### src/logic/dma_seq_pkg.sv
// Purpose: shared constants and state codes for the dual address cycle sequencer
// Assumes: 32-bit AHB-Lite register bus, one channel
// Notes: offsets are byte addresses
package dma_seq_pkg;
  // register byte offsets
  localparam logic [7:0] ctrl_off = 8'h00;
  localparam logic [7:0] count_off = 8'h04;
  localparam logic [7:0] block_off = 8'h08;
  localparam logic [7:0] status_off = 8'h0c;
  // control register field positions
  localparam int cte_bit = 0;
  localparam int mte_bit = 1;
  localparam int end_interrupt_enable_bit = 2;
  localparam int ext_sel_bit = 3;
  localparam int edge_bit = 4;
  localparam int mode_lsb = 5;
  localparam int repeat_bit = 7;
  localparam int transfer_end_strobe_en_bit = 8;
  // status register field positions
  localparam int done_bit = 0;
  localparam int pending_bit = 1;
  localparam int state_lsb = 8;
  localparam int count_lsb = 16;
  // transfer modes
  localparam logic [1:0] mode_short = 2'h0;
  localparam logic [1:0] mode_steal = 2'h1;
  localparam logic [1:0] mode_burst = 2'h2;
  localparam logic [1:0] mode_block = 2'h3;
  // reset values
  localparam logic [15:0] count_rst = 16'h0001;
  localparam logic [7:0] block_rst = 8'h01;
  // widths
  localparam int count_w = 16;
  localparam int block_w = 8;
  // sequencer states
  typedef enum logic [5:0] {
    s_idle = 6'h01,
    s_req = 6'h02,
    s_read = 6'h04,
    s_write = 6'h08,
    s_dead = 6'h10,
    s_rel = 6'h20
  } seq_state_e;
endpackage : dma_seq_pkg

### src/logic/xfer_counter.sv
// Purpose: loadable down counter for transfer and block counts
// Assumes: load has priority over decrement
// Notes: a loaded zero means full range, decrement wraps
`timescale 1ns/1ns
module xfer_counter #(
  parameter int width = 16
) (
  // clock and reset
  input wire logic hclk,
  input wire logic hresetn,
  // control
  input wire logic load,
  input wire logic [width-1:0] load_value,
  input wire logic dec,
  // state
  output logic [width-1:0] count,
  output logic is_one
);
  logic [width-1:0] count_q;

  always_ff @(posedge hclk or negedge hresetn) begin
    if (!hresetn) begin
      count_q <= '0;
    end else if (load) begin
      count_q <= load_value;
    end else if (dec) begin
      count_q <= count_q - {{(width-1){1'b0}}, 1'b1};
    end
  end

  assign count = count_q;
  assign is_one = (count_q == {{(width-1){1'b0}}, 1'b1});
endmodule : xfer_counter

### src/logic/req_acceptor.sv
// Purpose: external request pin acceptance, edge or level activated
// Assumes: pin is asynchronous and active low
// Notes: acceptance closes on activation and reopens on the reopen pulse, in edge mode only once the pin has been seen high
`timescale 1ns/1ns
module req_acceptor (
  // clock and reset
  input wire logic hclk,
  input wire logic hresetn,
  // pin and configuration
  input wire logic external_request_pin_n,
  input wire logic edge_mode,
  input wire logic enabled,
  // sequencer handshake
  input wire logic consume,
  input wire logic reopen,
  output logic pending
);
  logic sync1_q, sync2_q;
  logic pending_q, accept_q, waiting_q, high_seen_q;

  // the first stage feeds only the second
  always_ff @(posedge hclk or negedge hresetn) begin
    if (!hresetn) begin
      sync1_q <= 1'b1;
      sync2_q <= 1'b1;
    end else begin
      sync1_q <= external_request_pin_n;
      sync2_q <= sync1_q;
    end
  end

  always_ff @(posedge hclk or negedge hresetn) begin
    if (!hresetn) begin
      high_seen_q <= 1'b0;
    end else if (!enabled || consume) begin
      high_seen_q <= 1'b0;
    end else if (sync2_q) begin
      high_seen_q <= 1'b1;
    end
  end

  always_ff @(posedge hclk or negedge hresetn) begin
    if (!hresetn) begin
      accept_q <= 1'b0;
      waiting_q <= 1'b0;
    end else if (!enabled) begin
      accept_q <= 1'b1;
      waiting_q <= 1'b0;
    end else if (consume) begin
      accept_q <= 1'b0;
      waiting_q <= 1'b0;
    end else if ((reopen || waiting_q) && (!edge_mode || high_seen_q || sync2_q)) begin
      accept_q <= 1'b1;
      waiting_q <= 1'b0;
    end else if (reopen) begin
      waiting_q <= 1'b1;
    end
  end

  // sampling runs every cycle once enabled is registered, so from the edge after the write
  always_ff @(posedge hclk or negedge hresetn) begin
    if (!hresetn) begin
      pending_q <= 1'b0;
    end else if (!enabled || consume) begin
      pending_q <= 1'b0;
    end else if (accept_q && !sync2_q && (!edge_mode || high_seen_q)) begin
      pending_q <= 1'b1;
    end
  end

  assign pending = pending_q;
endmodule : req_acceptor

### src/logic/dual_address_dma_cycle_sequencer.sv
// Purpose: bus cycle sequencer for one dual address channel with AHB-Lite registers
// Assumes: bus controller grants the bus and flags the end of each read and write cycle
// Notes: one channel only, so no priority arbitration lives here
`timescale 1ns/1ns
module dual_address_dma_cycle_sequencer (
  // clock and reset
  input wire logic hclk,
  input wire logic hresetn,
  // ahb-lite slave
  input wire logic hsel,
  input wire logic [7:0] haddr,
  input wire logic [1:0] htrans,
  input wire logic hwrite,
  input wire logic [2:0] hsize,
  input wire logic [31:0] hwdata,
  input wire logic hready,
  output logic [31:0] hrdata,
  output logic hreadyout,
  output logic hresp,
  // bus controller
  input wire logic bus_grant,
  input wire logic cycle_done,
  output logic bus_request,
  output logic dma_read_cycle,
  output logic dma_write_cycle,
  output logic dma_dead_cycle,
  // interrupt controller
  input wire logic nmi,
  output logic end_request,
  // external device
  input wire logic external_request_pin_n,
  output logic transfer_end_strobe_n
);
  dma_seq_pkg::seq_state_e state_q, state_d;
  logic cte_q, mte_q, end_interrupt_enable_q, ext_sel_q, edge_q, repeat_q, transfer_end_strobe_en_q;
  logic [1:0] mode_q;
  logic done_q, bus_req_q, transfer_end_strobe_n_q, end_req_q, hreadyout_q;
  logic [31:0] hrdata_q;
  logic wr_q;
  logic [7:0] waddr_q;
  logic [15:0] reload_q;
  logic [7:0] block_size_q;
  logic wr_ctrl, wr_count, wr_block, wr_status, rd_req;
  logic go, consume, wr_end, last_xfer, blk_end, final_end, reopen, pending;
  logic cnt_load, cnt_dec, blk_load, blk_dec, cnt_is_one, blk_is_one;
  logic [15:0] cnt_val, cnt_load_val;
  logic [7:0] blk_load_val;
  logic is_block, is_burst;

  // ahb address phase and decode; the slave never inserts wait states
  assign rd_req = hsel && hready && htrans[1] && !hwrite;

  always_ff @(posedge hclk or negedge hresetn) begin
    if (!hresetn) begin
      wr_q <= 1'b0;
      waddr_q <= 8'h00;
    end else begin
      wr_q <= hsel && hready && htrans[1] && hwrite && (hsize == 3'h2);
      waddr_q <= haddr;
    end
  end

  assign wr_ctrl = wr_q && (waddr_q == dma_seq_pkg::ctrl_off);
  assign wr_count = wr_q && (waddr_q == dma_seq_pkg::count_off);
  assign wr_block = wr_q && (waddr_q == dma_seq_pkg::block_off);
  assign wr_status = wr_q && (waddr_q == dma_seq_pkg::status_off);

  always_ff @(posedge hclk or negedge hresetn) begin
    if (!hresetn) begin
      hrdata_q <= 32'h0000_0000;
      hreadyout_q <= 1'b0;
    end else begin
      hreadyout_q <= 1'b1;
      hrdata_q <= 32'h0000_0000;
      if (rd_req) begin
        case (haddr)
          dma_seq_pkg::ctrl_off: begin
            hrdata_q[dma_seq_pkg::cte_bit] <= cte_q;
            hrdata_q[dma_seq_pkg::mte_bit] <= mte_q;
            hrdata_q[dma_seq_pkg::end_interrupt_enable_bit] <= end_interrupt_enable_q;
            hrdata_q[dma_seq_pkg::ext_sel_bit] <= ext_sel_q;
            hrdata_q[dma_seq_pkg::edge_bit] <= edge_q;
            hrdata_q[dma_seq_pkg::mode_lsb +: 2] <= mode_q;
            hrdata_q[dma_seq_pkg::repeat_bit] <= repeat_q;
            hrdata_q[dma_seq_pkg::transfer_end_strobe_en_bit] <= transfer_end_strobe_en_q;
          end
          dma_seq_pkg::count_off: begin
            hrdata_q[15:0] <= reload_q;
          end
          dma_seq_pkg::block_off: begin
            hrdata_q[7:0] <= block_size_q;
          end
          dma_seq_pkg::status_off: begin
            hrdata_q[dma_seq_pkg::done_bit] <= done_q;
            hrdata_q[dma_seq_pkg::pending_bit] <= pending;
            hrdata_q[dma_seq_pkg::state_lsb +: 6] <= state_q;
            hrdata_q[dma_seq_pkg::count_lsb +: 16] <= cnt_val;
          end
          default: begin
            hrdata_q <= 32'h0000_0000;
          end
        endcase
      end
    end
  end

  // control register; a software write lands after the hardware end clear
  always_ff @(posedge hclk or negedge hresetn) begin
    if (!hresetn) begin
      cte_q <= 1'b0;
      end_interrupt_enable_q <= 1'b0;
      ext_sel_q <= 1'b0;
      edge_q <= 1'b0;
      mode_q <= dma_seq_pkg::mode_short;
      repeat_q <= 1'b0;
      transfer_end_strobe_en_q <= 1'b0;
    end else begin
      if (final_end && !repeat_q) begin
        cte_q <= 1'b0;
      end
      if (wr_ctrl) begin
        cte_q <= hwdata[dma_seq_pkg::cte_bit];
        end_interrupt_enable_q <= hwdata[dma_seq_pkg::end_interrupt_enable_bit];
        ext_sel_q <= hwdata[dma_seq_pkg::ext_sel_bit];
        edge_q <= hwdata[dma_seq_pkg::edge_bit];
        mode_q <= hwdata[dma_seq_pkg::mode_lsb +: 2];
        repeat_q <= hwdata[dma_seq_pkg::repeat_bit];
        transfer_end_strobe_en_q <= hwdata[dma_seq_pkg::transfer_end_strobe_en_bit];
      end
    end
  end

  // nmi in burst mode with cte set wins over a software set in the same cycle: suspension must not be undone
  always_ff @(posedge hclk or negedge hresetn) begin
    if (!hresetn) begin
      mte_q <= 1'b0;
    end else if (nmi && cte_q && is_burst) begin
      mte_q <= 1'b0;
    end else if (wr_ctrl) begin
      mte_q <= hwdata[dma_seq_pkg::mte_bit];
    end
  end

  always_ff @(posedge hclk or negedge hresetn) begin
    if (!hresetn) begin
      reload_q <= dma_seq_pkg::count_rst;
      block_size_q <= dma_seq_pkg::block_rst;
    end else begin
      if (wr_count) begin
        reload_q <= hwdata[15:0];
      end
      if (wr_block) begin
        block_size_q <= hwdata[7:0];
      end
    end
  end

  // end flag: hardware set wins over the write-one clear
  always_ff @(posedge hclk or negedge hresetn) begin
    if (!hresetn) begin
      done_q <= 1'b0;
    end else if (final_end) begin
      done_q <= 1'b1;
    end else if (wr_status && hwdata[dma_seq_pkg::done_bit]) begin
      done_q <= 1'b0;
    end
  end

  assign is_block = (mode_q == dma_seq_pkg::mode_block);
  assign is_burst = (mode_q == dma_seq_pkg::mode_burst);
  assign wr_end = (state_q == dma_seq_pkg::s_write) && cycle_done;
  assign blk_end = is_block && blk_is_one;
  assign last_xfer = is_block ? (cnt_is_one && blk_is_one) : cnt_is_one;
  assign final_end = wr_end && last_xfer;
  assign go = cte_q && mte_q && (ext_sel_q ? pending : 1'b1);
  assign consume = (state_q == dma_seq_pkg::s_idle) && go && ext_sel_q;
  assign reopen = is_block ? (state_q == dma_seq_pkg::s_dead) : wr_end;

  assign cnt_load = wr_count || (final_end && repeat_q);
  assign cnt_load_val = wr_count ? hwdata[15:0] : reload_q;
  assign cnt_dec = wr_end && (!is_block || blk_is_one);
  assign blk_load = wr_block || (wr_end && blk_end);
  assign blk_load_val = wr_block ? hwdata[7:0] : block_size_q;
  assign blk_dec = wr_end && is_block;

  xfer_counter #(.width(dma_seq_pkg::count_w)) u_count (
    .hclk(hclk),
    .hresetn(hresetn),
    .load(cnt_load),
    .load_value(cnt_load_val),
    .dec(cnt_dec),
    .count(cnt_val),
    .is_one(cnt_is_one)
  );

  xfer_counter #(.width(dma_seq_pkg::block_w)) u_block (
    .hclk(hclk),
    .hresetn(hresetn),
    .load(blk_load),
    .load_value(blk_load_val),
    .dec(blk_dec),
    .count(),
    .is_one(blk_is_one)
  );

  req_acceptor u_req (
    .hclk(hclk),
    .hresetn(hresetn),
    .external_request_pin_n(external_request_pin_n),
    .edge_mode(edge_q),
    .enabled(cte_q && mte_q && ext_sel_q),
    .consume(consume),
    .reopen(reopen),
    .pending(pending)
  );

  // sequencer
  always_comb begin
    state_d = state_q;
    case (state_q)
      dma_seq_pkg::s_idle: begin
        if (go) begin
          state_d = dma_seq_pkg::s_req;
        end
      end
      dma_seq_pkg::s_req: begin
        if (bus_grant) begin
          state_d = dma_seq_pkg::s_read;
        end
      end
      dma_seq_pkg::s_read: begin
        if (cycle_done) begin
          state_d = dma_seq_pkg::s_write;
        end
      end
      dma_seq_pkg::s_write: begin
        if (cycle_done) begin
          if (last_xfer || blk_end) begin
            state_d = dma_seq_pkg::s_dead;
          end else if (is_block) begin
            state_d = dma_seq_pkg::s_read;
          end else if (is_burst && mte_q && !nmi) begin
            state_d = dma_seq_pkg::s_read;
          end else begin
            state_d = dma_seq_pkg::s_rel;
          end
        end
      end
      dma_seq_pkg::s_dead: begin
        state_d = dma_seq_pkg::s_rel;
      end
      dma_seq_pkg::s_rel: begin
        state_d = dma_seq_pkg::s_idle;
      end
      default: begin
        state_d = dma_seq_pkg::s_idle;
      end
    endcase
  end

  always_ff @(posedge hclk or negedge hresetn) begin
    if (!hresetn) begin
      state_q <= dma_seq_pkg::s_idle;
    end else begin
      state_q <= state_d;
    end
  end

  // bus held from grant through the dead state; dropped for at least the release state
  always_ff @(posedge hclk or negedge hresetn) begin
    if (!hresetn) begin
      bus_req_q <= 1'b0;
    end else begin
      bus_req_q <= (state_d != dma_seq_pkg::s_idle) && (state_d != dma_seq_pkg::s_rel);
    end
  end

  // end strobe low across the final write; short mode shows it only when repeating
  always_ff @(posedge hclk or negedge hresetn) begin
    if (!hresetn) begin
      transfer_end_strobe_n_q <= 1'b1;
    end else begin
      transfer_end_strobe_n_q <= !(transfer_end_strobe_en_q && ((mode_q != dma_seq_pkg::mode_short) || repeat_q)
                   && (state_d == dma_seq_pkg::s_write) && last_xfer);
    end
  end

  always_ff @(posedge hclk or negedge hresetn) begin
    if (!hresetn) begin
      end_req_q <= 1'b0;
    end else begin
      end_req_q <= final_end && end_interrupt_enable_q;
    end
  end

  assign hrdata = hrdata_q;
  assign hreadyout = hreadyout_q;
  assign hresp = 1'b0;
  assign bus_request = bus_req_q;
  assign dma_read_cycle = state_q[2];
  assign dma_write_cycle = state_q[3];
  assign dma_dead_cycle = state_q[4];
  assign end_request = end_req_q;
  assign transfer_end_strobe_n = transfer_end_strobe_n_q;
endmodule : dual_address_dma_cycle_sequencer

### config.mk
export PLATFORM = sky130hd
export DESIGN_NAME = dual_address_dma_cycle_sequencer
export DESIGN_NICKNAME = d
export VERILOG_FILES = /design/src/logic/dma_seq_pkg.sv /design/src/logic/xfer_counter.sv /design/src/logic/req_acceptor.sv /design/src/logic/dual_address_dma_cycle_sequencer.sv
export SDC_FILE = /design/constraint.sdc
export NUM_CORES = 1
export LEC_CHECK = 0
export BUFFER_PORTS_ARGS = -buffer_cell sky130_fd_sc_hd__buf_4
export CORE_MARGIN = 1.5
export CORE_UTILIZATION = 30
export DETAILED_ROUTE_END_ITERATION = 7
export PLACE_DENSITY = 0.47
export SYNTH_ARGS = -nofsm -noshare
export SYNTH_HDL_FRONTEND = slang
export SYNTH_SLANG_ARGS = --single-unit
### constraint.sdc
create_clock -name hclk -period 3.9 [get_ports hclk]
set_input_delay 0.195 -clock hclk [delete_from_list [all_inputs] [get_ports hclk]]
set_output_delay 0.195 -clock hclk [all_outputs]
set_load 0.02 [all_outputs]
== Word level (Yosys, flattened, before mapping) ==
Index checks and enable logic that the tools add are counted.

* Register bits: 115
* Bits in latches: 0
* Bits in writable memories: 0
* ROM bits: 0
* Input bits: 54
* Word-level logic and storage cells: 154
* Memories: 0

* Add/subtract/negate cells: 2
* $mul: 0
* Divide/modulo/power cells: 0
* Order comparisons: 0
* Eq/ne operators: 21
* Shifts and indexed selects: 0
* Muxes and demuxes: 41
* Bitwise logic cells: 0
* Reduce and logical (&&, ||, !) cells: 63

{| class="wikitable"
|+ Operators by type and width
! cell !! number
|-
| 16-bit two-way mux || 4
|-
| 6-bit two-way mux || 7
|-
| 1-bit logical AND || 36
|-
| 8-bit by 4-bit == test with 1-bit output, second input constant || 4
|-
| 32-bit two-way mux || 1
|-
| 6-bit case mux with 5 select lines || 1
|-
| 8-bit two-way mux || 3
|-
| 1-bit two-way mux || 20
|-
| 6-bit case mux with 3 select lines || 1
|-
| 16-bit by 1-bit == test with 1-bit output, second input constant || 1
|-
| 8-bit by 3-bit == test with 1-bit output, second input constant || 2
|-
| 8-bit zero test || 2
|-
| 2-bit nonzero test || 8
|-
| 16-bit by 1-bit subtractor with 16-bit output, second input constant || 1
|-
| 6-bit by 4-bit == test with 1-bit output, second input constant || 2
|-
| 5-bit case mux with 2 select lines || 1
|-
| 1-bit logical OR || 9
|-
| 8-bit by 1-bit == test with 1-bit output, second input constant || 1
|-
| 1-bit zero test || 8
|-
| 2-bit case mux with 4 select lines || 1
|-
| 8-bit by 1-bit subtractor with 8-bit output, second input constant || 1
|-
| 6-bit by 1-bit == test with 1-bit output, second input constant || 1
|-
| 6-bit by 2-bit == test with 1-bit output, second input constant || 1
|-
| 6-bit by 3-bit == test with 1-bit output, second input constant || 1
|-
| other kinds (9) || 10
|}

== Longest topological paths before layout ==
Gate-level depths: netlist (run 1).

* Depth in word-level cells: 12
* Depth in mapped cells: 10

== Hierarchy ==
A second synthesis (run 1) with hierarchy kept.

* Cell total of the unflattened synthesis: 455
* Area, all modules: 5312.6 um^2

{| class="wikitable"
|+ By module, submodules not included
! module !! instances !! cells each !! area each (um^2)
|-
| dual_address_dma_cycle_sequencer || 1 || 266 || 3525.9
|-
| xfer_counter (u_count) || 1 || 121 || 1088.5
|-
| xfer_counter (u_block) || 1 || 50 || 474.2
|-
| req_acceptor || 1 || 18 || 224.0
|}

== Worst setup path after synthesis (run 1) ==
OpenSTA, ideal clock, no wires.

* Kind: reg2reg
* Start point: register state_q[4]
* End point: register u_count.count_q[10] (netlist: u_count.count[10])
* Setup time: 0.125 ns
* Data arrival time: 1.966 ns
* Required time: 3.775 ns
* Slack: 1.810 ns
* Stages on the path, launching flop included: 8
* Clock period less this slack: 2.090 ns
* Cell sequence: dfrtp_1 > buf_6 > nor2_1 > nand4_2 > or4_4 > nor4_2 > mux2i_1 > a21oi_1

* Longest elaborated chain between the ends: 6
* Elaborated cells on any way between the ends: 8
* Those cells by class: eq/ne (1); mux (1); reduce/logical (6)

{| class="wikitable"
|+ Ends and longest elaborated chain
! element !! RTL line !! text
|-
| from (decl) || dual_address_dma_cycle_sequencer.sv:34 || <nowiki>dma_seq_pkg::seq_state_e state_q, state_d;</nowiki>
|-
| from (signal assigned) || dual_address_dma_cycle_sequencer.sv:263 || <nowiki>state_q <= dma_seq_pkg::s_idle;</nowiki>
|-
| from (signal assigned) || dual_address_dma_cycle_sequencer.sv:265 || <nowiki>state_q <= state_d;</nowiki>
|-
| 6-bit by 4-bit == test with 1-bit output * || dual_address_dma_cycle_sequencer.sv:171 || <nowiki>assign wr_end = (state_q == dma_seq_pkg::s_write) && cycle_done;</nowiki>
|-
| 1-bit logical AND * || dual_address_dma_cycle_sequencer.sv:171 ||
|-
| 1-bit logical AND || dual_address_dma_cycle_sequencer.sv:174 || <nowiki>assign final_end = wr_end && last_xfer;</nowiki>
|-
| 1-bit logical AND || dual_address_dma_cycle_sequencer.sv:179 || <nowiki>assign cnt_load = wr_count || (final_end && repeat_q);</nowiki>
|-
| 1-bit logical OR || dual_address_dma_cycle_sequencer.sv:179 ||
|-
| 16-bit two-way mux or 2-bit nonzero test (tied branches) || - ||
|-
| to (signal assigned) || xfer_counter.sv:25 || <nowiki>count_q <= load_value;</nowiki>
|-
| to (signal assigned) || xfer_counter.sv:27 || <nowiki>count_q <= count_q - {{(width-1){1'b0}}, 1'b1};</nowiki>
|-
| to (decl) || xfer_counter.sv:19 || <nowiki>logic [width-1:0] count_q;</nowiki>
|}

Every way passes the cells marked *; elsewhere a longest branch is shown, timed or not.
A chain may end at the register's enable or synchronous reset.

== Final worst setup path (run 1) ==
* Start point: register u_block.count_q[1] (netlist: u_block.count[1])
* End point: register u_count.count_q[15] (netlist: u_count.count[15])

* Longest elaborated chain between the ends: 7
* Elaborated cells on any way between the ends: 10
* Those cells by class: eq/ne (1); mux (2); reduce/logical (7)

{| class="wikitable"
|+ Ends and longest elaborated chain
! element !! RTL line !! text
|-
| from (decl) || xfer_counter.sv:19 ||
|-
| from (signal assigned) || xfer_counter.sv:25 ||
|-
| from (signal assigned) || xfer_counter.sv:27 ||
|-
| 8-bit by 1-bit == test with 1-bit output * || xfer_counter.sv:32 || <nowiki>assign is_one = (count_q == {{(width-1){1'b0}}, 1'b1});</nowiki>
|-
| 1-bit logical AND || dual_address_dma_cycle_sequencer.sv:173 || <nowiki>assign last_xfer = is_block ? (cnt_is_one && blk_is_one) : cnt_is_one;</nowiki>
|-
| 1-bit two-way mux || dual_address_dma_cycle_sequencer.sv:173 ||
|-
| 1-bit logical AND || dual_address_dma_cycle_sequencer.sv:174 ||
|-
| 1-bit logical AND || dual_address_dma_cycle_sequencer.sv:179 ||
|-
| 1-bit logical OR || dual_address_dma_cycle_sequencer.sv:179 ||
|-
| 16-bit two-way mux or 2-bit nonzero test (tied branches) || - ||
|}

Marks and branches as above.

==> impl_results.md, run 1 <==
* Post-DP HPWL at 10.0 mm
* Initial core utilization at 0.310
* PortBufs at 75
* Placer Congestion at 0.801
* Footprint of the multi-input gates at 2330 µm²
* Fillers at 1749
* Seq/Total Area, Yosys at 0.534
* Status: complete, no violations
* Vias in the first global route at 4076
* Worst-skew pair later-pin latency at 0.42 ns
* FF-to-FF path depth at 8
* CP arrival at 2.72 ns
* Grt total ovfl at 0
* Initial DRC count at 252
* Worst Path Required at 4.18 ns
* Yosys top cell area share at 0.505
* Total track usage at 0.156
* Distinct cells, synth at 67
* Placed instance area at 6130 µm²
* Clock transition at path regs at 0.06 ns
* Antenna Cells at 0
* Setup Skew at 0.0104 ns
* Synthesized flop and latch total at 115
* Synth Instances at 538
* Die height at 137 µm
* Via count at 4193
* Post-route ant nets at 0
* Boundary Pins at 94
* Met1 GRT Util at 0.209
* Layout cells sized above 1 at 0.248
* CTS tree: done
* Die area at 18800 µm²
* Width of the die at 137 µm
* Maximum clock frequency at 410 MHz
* Final Net Count at 684
* DRC at 0
* Final Cycle Share at 0.626
* Crit Path Category: reg -> reg
* Layout Cells excl Fill at 863
* Max Slew Vio Count at 0
* MaxCap Viol Count at 0
* Post-layout util at 0.395
* CTS resizes at 0
* CP Max Fanout at 17
* CTS Hold Bufs at 14
* Hold slack at 0.0109 ns
* Relative slew slack at 0.362
* Final Setup Violations at 0
* First-pass GRT wire length at 22.0 mm
* Final hold violation count at 0
* WL final at 13.9 mm
* Min-delay worst type: in -> reg
* Dominant synthesized flop cell: dfrtp_1
* Clock Tree Root: clkbuf_16
* Worst Hold Depth at 1
* Total negative slack at 0 ns
* Crit. End Element: register
* Gr busiest metal: met2
* CTS buffer count at 17
* Mapped cell area at 5400 µm²
* Syn Area/Cell at 10.0 µm²
* Dominant cell type by area after synthesis: dfrtp_1
* FF/Latch Area at 2890 µm²
* Number of synthesized flops with an enable pin at 0
* Design Area, Final at 6880 µm²
* Final min period at 2.44 ns
* Met3 global-route usage at 0.0335
* Pin count of the biggest net entering global routing at 69
* Htree depth at 4
* Dpl cells at 818
* Yosys warns at 0
* CTS sink count at 115
* P per Cell Area at 429 nW/µm²
* Largest cells by area after synthesis: dfrtp_1, nand2_1, nor2_1, mux2i_1, mux2_2
* Post-CTS Setup Bufs at 0
* Met2 Usage GRT at 0.248
* Leakage Power at 0.00314 µW
* Peak supply drop at 0.306 mV
* Post-detailed-route via-to-cell ratio at 4.86
* First-pass iteration count of the detailed router at 4
* Post-Syn Nets at 596
* Core Area at 17400 µm²
* Critical path startpoint category: register
* Initial antenna violation count at 0
* Avg WL per Cell at 16.1 µm
* Longest Clk Path Bufs at 2
* FFs w/ async S/R, synth at 1.00
* Least-Margin Pin Slew at 0.950 ns
* Area delta synth->final at 27.4%
* Std-Cell Rows at 48
* RSZ-0062 raised after global routing: no
registers in the layout, summed over array words and instances (netlist names), 2 cells and up:
signal and cells:
reload_q 16, u_count.count 16, block_size_q 8, u_block.count 8, hrdata 32, mode_q 2
waddr_q 8, state_q 6
per-layer routing:
metal	routed length, µm	share of wire	up-vias
met2	6600	0.47	93
met1	6590	0.47	2042
li1	-	-	2043
met3	554	0.040	15
met4	188	0.013	0
met5	0	0	-
power by group:
group          internal, µW  switching [µW]  total, µW
logic                  56.2            68.6        125
clock network          1060             546       1610
registers              1210            8.78       1220
total                  2330             623       2950
stage by stage:
step | power (µW) | setup WS, ns
after global placement | 1350 | 1.47
after floorplan | 1280 | 1.81
after CTS | 2980 | 1.44
final | 2950 | 1.46
after detailed placement | 1350 | 1.45
after global routing | 3060 | 1.20
layout by cell type, fill, tap and decap left out, types with 5 or more instances in the layout:
cell type | netlist | layout
a21oi_1 | 37 | 37
a31oi_1 | 5 | 5
and2_1 | 16 | 16
buf_4 | 3 | 79
clkbuf_16 | 0 | 17
clkinv_2 | 0 | 5
dfrtp_1 | 109 | 109
dfstp_2 | 6 | 6
dlygate4sd3_1 | 0 | 14
inv_1 | 10 | 10
mux2_2 | 18 | 18
mux2i_1 | 22 | 22
nand2_1 | 75 | 75
nand3_1 | 7 | 7
nor2_1 | 73 | 72
nor2b_1 | 5 | 5
nor3_1 | 8 | 8
nor4_1 | 7 | 7
o21ai_0 | 29 | 29
o21ai_1 | 6 | 6
cell type report:
cell class,instances,share of cell area
Sequential cell,115,0.419
Timing Repair Buffer,93,0.107
Clock inverter,10,0.0189
Inverter,10,0.00546
Tap cell,225,0.0409
Multi-Input combinational cell,389,0.339
Clock buffer,21,0.0698
cells in the mapped netlist (3+ instances only):
cell type	n
nor2b_1	5
or4_4	4
clkbuf_1	12
nor3b_1	3
or3_1	4
nor4b_1	3
buf_2	4
buf_4	3
a31oi_1	5
and3_1	4
mux2_2	18
a22oi_1	4
nor4_1	7
nor2_1	73
dfstp_2	6
mux2i_1	22
dfrtp_1	109
buf_6	3
nand2_1	75
or2_2	4
nor3_1	8
a21oi_1	37
ha_1	4
inv_1	10
o21ai_0	29
and2_1	16
o21ai_1	6
nand3_1	7
worst paths after layout:
kind / startpoint / to / slack (ns)
setup / recovery: u_block.count[1]$_DFFE_PN0P_ / u_count.count[15]$_DFFE_PN0P_ / 1.46
hold / removal: haddr[2] / waddr_q[2]$_DFF_PN0_ / 0.01
setup reg to reg: u_block.count[1]$_DFFE_PN0P_ / u_count.count[15]$_DFFE_PN0P_ / 1.46
hold reg to reg: u_req.sync1_q$_DFF_PN1_ / u_req.sync2_q$_DFF_PN1_ / 0.36
max in group asynchronous: hresetn / u_req.sync1_q$_DFF_PN1_ / 2.51
min in group asynchronous: hresetn / hreadyout$_DFF_PN0_ / 0.44
critical path: stages (launching register included):
cell     delay [ns]
dfrtp_1        0.40
inv_1          0.09
ha_1           0.13
nor3b_1        0.40
a21oi_2        0.17
or2_1          0.48
nor4_1         0.33
mux2i_1        0.23
o21ai_1        0.07
cells by family (layout without fill, tap and decap cells):
group,Yosys count,count (layout),synth area share
multiplexers,40,40,0.0783
AND/OR/NAND/NOR,237,237,0.225
buffers and inverters,34,134,0.0345
AO/OA/AOI/OAI,104,104,0.114
adder cells (fa/ha/maj),4,4,0.00927
other,2,2,0.00139
XOR/XNOR,2,2,0.00324
flip-flops,115,115,0.534
Note: power is estimated with default switching activity, not from simulation.
==> run 2, diff against run 1 <==
==> constraint.sdc (replaced) <==
create_clock -name hclk -period 2.5 [get_ports hclk]
set_input_delay 0.125 -clock hclk [delete_from_list [all_inputs] [get_ports hclk]]
set_output_delay 0.125 -clock hclk [all_outputs]
set_load 0.02 [all_outputs]
==> run 2 against run 1 <==
Compared with the run above: global-route usage rose by 0.71 points; sequential share of layout area fell by 1.6 points; non-clock buffer count up 30; fmax rose by 8.9%; first-iteration DRC count up 6.0%; routed wire length rose by 1.6%; worst hold slack gained 0.023 ns; final area up 4.0%; die area did not move; sequential power is 56% higher; total power increased by 55%; utilization rose by 1.6 points.
==> impl_results.md, run 2 (synthesis gave the netlist of run 1 again) <==
* Status: complete, no violations
* Final Setup Violations at 0 (unchanged)
* Initial core utilization at 0.310 (unchanged)
* Min-delay worst type: in -> reg
* Boundary Pins at 94 (unchanged)
* Placer Congestion at 0.820 (+2.4%)
* CTS sink count at 115 (unchanged)
* Via count at 4296 (+2.5%)
* Die height at 137 µm (unchanged)
* FF/Latch Area at 2890 µm² (unchanged)
* Final hold violation count at 0 (unchanged)
* Crit-path cells: inv_1 -> ha_1 -> nor3b_2 -> a21oi_2 -> or2_1 -> nor4_1 -> mux2i_1 -> o21ai_1
* Antenna Cells at 0 (unchanged)
* CTS tree: done
* Post-detailed-route via-to-cell ratio at 4.81 (-1.1%)
* Final Cycle Share at 0.897 (+0.271)
* Max reg flops at 32 (unchanged)
* Width of the die at 137 µm (unchanged)
* PnR worst setup slack at 0.258 ns (-1.20 ns)
* Core Area at 17400 µm² (unchanged)
* Htree depth at 4 (unchanged)
* Peak supply drop at 0.495 mV (+62%)
* Final min period at 2.24 ns (-0.199 ns)
* Total Power at 4560 µW (+55%)
* RSZ-0062 raised after global routing: no
* Pin count of the biggest net entering global routing at 52 (-25%)
* Critical path startpoint category: register
* Least-Margin Pin Slew at 0.575 ns (-0.375 ns)
* Initial antenna violation count at 0 (unchanged)
* Vias in the first global route at 4396 (+7.9%)
* Most common cell after layout, fill and taps aside: dfrtp_1
* Crit Path Category: reg -> reg
* Worst Path Required at 2.78 ns (-1.40 ns)
* MaxCap Viol Count at 0 (unchanged)
* Final Net Count at 714 (+4.4%)
* Most frequent cells in the layout: dfrtp_1, buf_4, nand2_1
* Post-route ant nets at 0 (unchanged)
* Hold slack at 0.0339 ns (+0.0230 ns)
* Longest Clk Path Bufs at 2 (unchanged)
* PortBufs at 75 (unchanged)
* Crit. End Element: register
* Initial DRC count at 267 (+6.0%)
* Clock Tree Root: clkbuf_16
* CP max stage delay at 0.45 ns (-0.03 ns)
* Layout cells sized above 1 at 0.260 (+0.0124)
* Footprint of the multi-input gates at 2340 µm² (+0.54%)
* First-pass GRT wire length at 23.3 mm (+6.0%)
* Post-DP HPWL at 10.2 mm (+1.4%)
* Maximum clock frequency at 446 MHz (+8.9%)
* Total negative slack at 0 ns (unchanged)
* Fillers at 1738 (-0.63%)
* Post-layout util at 0.411 (+0.0157)
* Pre-CTS setup slack at 0.0525 ns (-1.40 ns)
* Die area at 18800 µm² (unchanged)
* Max Slew Vio Count at 0 (unchanged)
* Clock transition at path regs at 0.06 ns (about the same)
* Grt total ovfl at 0 (unchanged)
* Total track usage at 0.163 (+0.00712)
* Setup Skew at 0.0111 ns (+0.000728 ns)
* CTS buffer count at 17 (unchanged)
* P per Cell Area at 638 nW/µm² (+49%)
* WL final at 14.2 mm (+1.6%)
* CP Max Fanout at 15 (-2)
* Slowest CP cell: or2_1
* Leakage Power at 0.00327 µW (+4.3%)
* CP arrival at 2.52 ns (-0.20 ns)
* Relative slew slack at 0.617 (+0.255)
* DRC at 0 (unchanged)
* First-pass iteration count of the detailed router at 5 (+1)
* Avg WL per Cell at 15.8 µm (-2.0%)
* Std-Cell Rows at 48 (unchanged)
* Worst-skew pair later-pin latency at 0.41 ns (about the same)
* Area delta synth->final at 32.4%
run 2: layout make-up:
cell class / count / area share
Sequential cell: 115 / 0.403
Multi-Input combinational cell: 389 / 0.328
Inverter: 10 / 0.00525
Timing Repair Buffer: 123 / 0.141
Tap cell: 225 / 0.0394
Clock inverter: 10 / 0.0184
Clock buffer: 22 / 0.0649
run 2: where the power goes:
part | leakage, µW | switching (µW) | internal, µW
logic | 0.00153 | 112 | 106
clock network | 0.000294 | 833 | 1610
registers | 0.00145 | 14.1 | 1880
total | 0.00327 | 959 | 3600
run 2: path summary, 6_finish.rpt:
check	startpoint	end	slack [ns]	depth (start not counted)
worst max-delay path	u_block.count[1]$_DFFE_PN0P_	u_count.count[15]$_DFFE_PN0P_	0.26	8
worst min-delay path	haddr[3]	waddr_q[3]$_DFF_PN0_	0.03	1
worst max register to register	u_block.count[1]$_DFFE_PN0P_	u_count.count[15]$_DFFE_PN0P_	0.26	8
worst min register to register	u_req.sync1_q$_DFF_PN1_	u_req.sync2_q$_DFF_PN1_	0.36	0
max in group asynchronous	hresetn	u_req.sync1_q$_DFF_PN1_	1.44	3
min in group asynchronous	hresetn	hreadyout$_DFF_PN0_	0.26	2
run 2: layer usage:
metal | routed length [µm] | global-route usage | up-vias | part of all wire
met5 | 0 | 0 | - | 0
met4 | 121 | 0.0485 | 0 | 0.0085
met3 | 390 | 0.0338 | 10 | 0.028
met2 | 6830 | 0.265 | 67 | 0.48
met1 | 6820 | 0.219 | 2109 | 0.48
li1 | - | - | 2110 | -
run 2: worst max-delay path: cells and delay by family, from the launching register on:
kind                       cells  cell delay [ns]
and+or+nand+nor                3             1.05
DFF                            1             0.39
muxes                          1             0.23
AOI/OAI and AO/OA              2             0.22
adders and majority gates      1             0.13
buffers and inverters          1             0.08
run 2: stage by stage:
step,std cells,instance area [µm²]
after floorplan,538,5400
after global placement,833,6250
after detailed placement,833,6250
after CTS,894,7140
after global routing,894,7150
final,894,7150
run 2: what timing repair did:
item	in CTS	in global routing
resized for setup	0	3
setup endpoints to repair	0	10
endpoints found under the hold margin	88	0
hold buffers	29	0
buffers inserted	0	0
==> run 3, diff against run 2 <==
--- a/config.mk
+++ b/config.mk
@@ -5,11 +5,11 @@
 export SDC_FILE = /design/constraint.sdc
 export NUM_CORES = 1
 export LEC_CHECK = 0
-export BUFFER_PORTS_ARGS = -buffer_cell sky130_fd_sc_hd__buf_4
 export CORE_MARGIN = 1.5
 export CORE_UTILIZATION = 30
 export DETAILED_ROUTE_END_ITERATION = 7
-export PLACE_DENSITY = 0.47
+export DONT_BUFFER_PORTS = 1
+export PLACE_DENSITY = 0.43
 export SYNTH_ARGS = -nofsm -noshare
 export SYNTH_HDL_FRONTEND = slang
 export SYNTH_SLANG_ARGS = --single-unit
==> run 3 against run 2 <==
Compared with the run above: the run now ends with negative hold slack left; total power rose by 2.6%; routed wire length rose by 2.7%; sequential power barely moved; clock power rose by 8.6%; clock skew fell by 0.0013 ns; utilization fell by 2.8 points; final cell count fell by 7.7%; combinational power fell by 41%; critical endpoint is now u_count.count[12]$_DFFE_PN0P_; largest power group unchanged; highest routed layer unchanged.
==> impl_results.md, run 3 (synthesis gave the netlist of run 1 again) <==
* Status: finished with violations
* Violated checks: negative hold slack
* Most common cell after layout, fill and taps aside: dfrtp_1
* Worst-skew pair later-pin latency at 0.41 ns (about the same)
* Initial core utilization at 0.310 (unchanged)
* Final Net Count at 643 (-9.9%)
* Slowest CP cell: or4_4
* WP buf/inv at 0 (-1)
* Clock transition at path regs at 0.06 ns (about the same)
* Clock share of power at 0.567 (+0.031)
* Std-Cell Rows at 48 (unchanged)
* Pin count of the biggest net entering global routing at 116 (+120%)
* Peak supply drop at 0.456 mV (-7.9%)
* Post-CTS Setup Bufs at 0 (unchanged)
* Critical path startpoint category: register
* Area delta synth->final at 23.5%
* Most frequent cells in the layout: dfrtp_1, nand2_1, nor2_1
* Total track usage at 0.166 (+0.00256)
* Vias in the first global route at 4093 (-6.9%)
* Hold slack at -0.594 ns (-0.628 ns)
* Crit-path cells: or4_4 -> nor2_4 -> nand4_2 -> nor2_4 -> a21oi_1 -> a21oi_1
* Avg WL per Cell at 17.6 µm (+11%)
* Net Sw Frac at 0.199 (-0.0115)
* Final Cycle Share at 0.897 (about the same)
* Maximum clock frequency at 446 MHz (about the same)
* Post-DP HPWL at 10.0 mm (-1.0%)
* Die height at 137 µm (unchanged)
* Crit Path Category: reg -> reg
* Placer Congestion at 0.787 (-4.0%)
* Setup Skew at 0.00981 ns (-0.00128 ns)
* Flop pwr share at 0.406 (-0.010)
* Final Setup Violations at 0 (unchanged)
* Relative slew slack at 0.617 (about the same)
* Total negative slack at 0 ns (unchanged)
* MaxCap Viol Count at 0 (unchanged)
* CTS tree: done
* Max Slew Vio Count at 0 (unchanged)
* RSZ-0062 raised after global routing: no
* Die area at 18800 µm² (unchanged)
* Grt total ovfl at 0 (unchanged)
* Htree depth at 4 (unchanged)
* Clock Tree Root: clkbuf_16
* CP max stage delay at 0.59 ns (+0.14 ns)
* Leakage Power at 0.00292 µW (-11%)
* Max reg flops at 32 (unchanged)
* Min-delay worst type: in -> async
* CP arrival at 2.57 ns (+0.05 ns)
* Post-detailed-route via-to-cell ratio at 4.91 (+2.3%)
* Post-route ant nets at 0 (unchanged)
* Width of the die at 137 µm (unchanged)
* Int Pwr at 3750 µW (+4.1%)
* Layout cells sized above 1 at 0.164 (-0.0962)
* CTS Hold Bufs at 34 (+17%)
* CTS sink count at 115 (unchanged)
* WL final at 14.5 mm (+2.7%)
* Final min period at 2.24 ns (+0.000996 ns)
* Total Power at 4680 µW (+2.6%)
* Crit. End Element: register
* Reg2Reg Setup Slack at 0.26 ns (about the same)
* First-pass GRT wire length at 23.3 mm (about the same)
* DRC at 0 (unchanged)
* Sw Pwr at 930 µW (-3.0%)
* Delay-heaviest family, CP: simple AND/OR/NAND/NOR gates
* First-pass iteration count of the detailed router at 4 (-1)
* Initial DRC count at 248 (-7.1%)
* P per Cell Area at 701 nW/µm² (+10%)
* CTS buffer count at 17 (unchanged)
* Pre-CTS setup slack at 0.0993 ns (+0.0468 ns)
* Least-Margin Pin Slew at 0.570 ns (-0.00502 ns)
* Initial antenna violation count at 2 (+2)
* CP Max Fanout at 9 (-6)
* Core Area at 17400 µm² (unchanged)
* Post-layout util at 0.383 (-0.0277)
* Via count at 4054 (-5.6%)
* PnR worst setup slack at 0.257 ns (-0.000996 ns)
* Worst Path Required at 2.83 ns (+0.05 ns)
* Longest Clk Path Bufs at 2 (unchanged)
* PortBufs at 0 (-100%)
* Final hold violation count at 115 (+115)
* Logic gate share of total power at 0.027 (-0.021)
* Boundary Pins at 94 (unchanged)
[run 3: cell count changes in the layout (fill, tap and decap cells not counted), moves of 2 or more]
cell | previous run | this run
clkbuf_1 | 3 | 1
buf_4 | 93 | 18
clkinv_2 | 5 | 3
clkbuf_8 | 2 | 5
dlygate4sd3_1 | 29 | 34
diode_2 | 0 | 2
[run 3: power groups by stage]
| stage | Sequential (µW) | Combinational (µW) | Clock (µW) |
|---|---|---|---|
| after floorplan | 1930 | 63.9 | 0 |
| after global placement | 1930 | 69.0 | 0 |
| after detailed placement | 1930 | 69.4 | 0 |
| after CTS | 1900 | 129 | 2720 |
| after global routing | 1900 | 139 | 2810 |
| final | 1900 | 129 | 2650 |
[run 3: final timing paths]
check | start | end | depth (start not counted)
worst min-delay path | hresetn | hreadyout$_DFF_PN0_ | 0
worst min register to register | u_req.sync1_q$_DFF_PN1_ | u_req.sync2_q$_DFF_PN1_ | 0
worst max register to register | u_count.count[8]$_DFFE_PN0P_ | u_count.count[12]$_DFFE_PN0P_ | 6
min in group hclk | haddr[2] | hrdata[11]$_DFF_PN0_ | 2
max in group asynchronous | hresetn | reload_q[0]$_DFF_PN1_ | 0
worst max-delay path | u_count.count[8]$_DFFE_PN0P_ | u_count.count[12]$_DFFE_PN0P_ | 6
[run 3: per-layer routing]
metal,up-vias,wire (µm),global-route usage
li1,1970,-,-
met1,2001,6610,0.220
met2,70,7120,0.260
met5,-,0,0
met3,13,623,0.0401
met4,0,185,0.0643
[run 3: area by class of cell]
class | count | area [µm²]
inverters | 10 | 37.5
repair buffers | 52 | 475
clock inverters | 9 | 150
diodes | 2 | 5.00
well taps | 225 | 282
multi-input cells | 389 | 2340
fillers | 1774 | 10700
flip-flops and latches | 115 | 2890
clock buffers | 23 | 498
[run 3: metrics by stage]
stage	hold slack, ns	cells	area, µm²
global route	-0.618	824	6670
global placement	-0.167	757	5670
CTS	-0.616	823	6660
finish	-0.594	825	6670
floorplan	-0.171	538	5400
detailed placement	-0.167	757	5670
[run 3: repair_timing]
action | 4_1_cts | 5_1_grt
endpoints found under the setup margin | 0 | 6
endpoints found under the hold margin | 193 | 115
gates resized for setup | 0 | 1
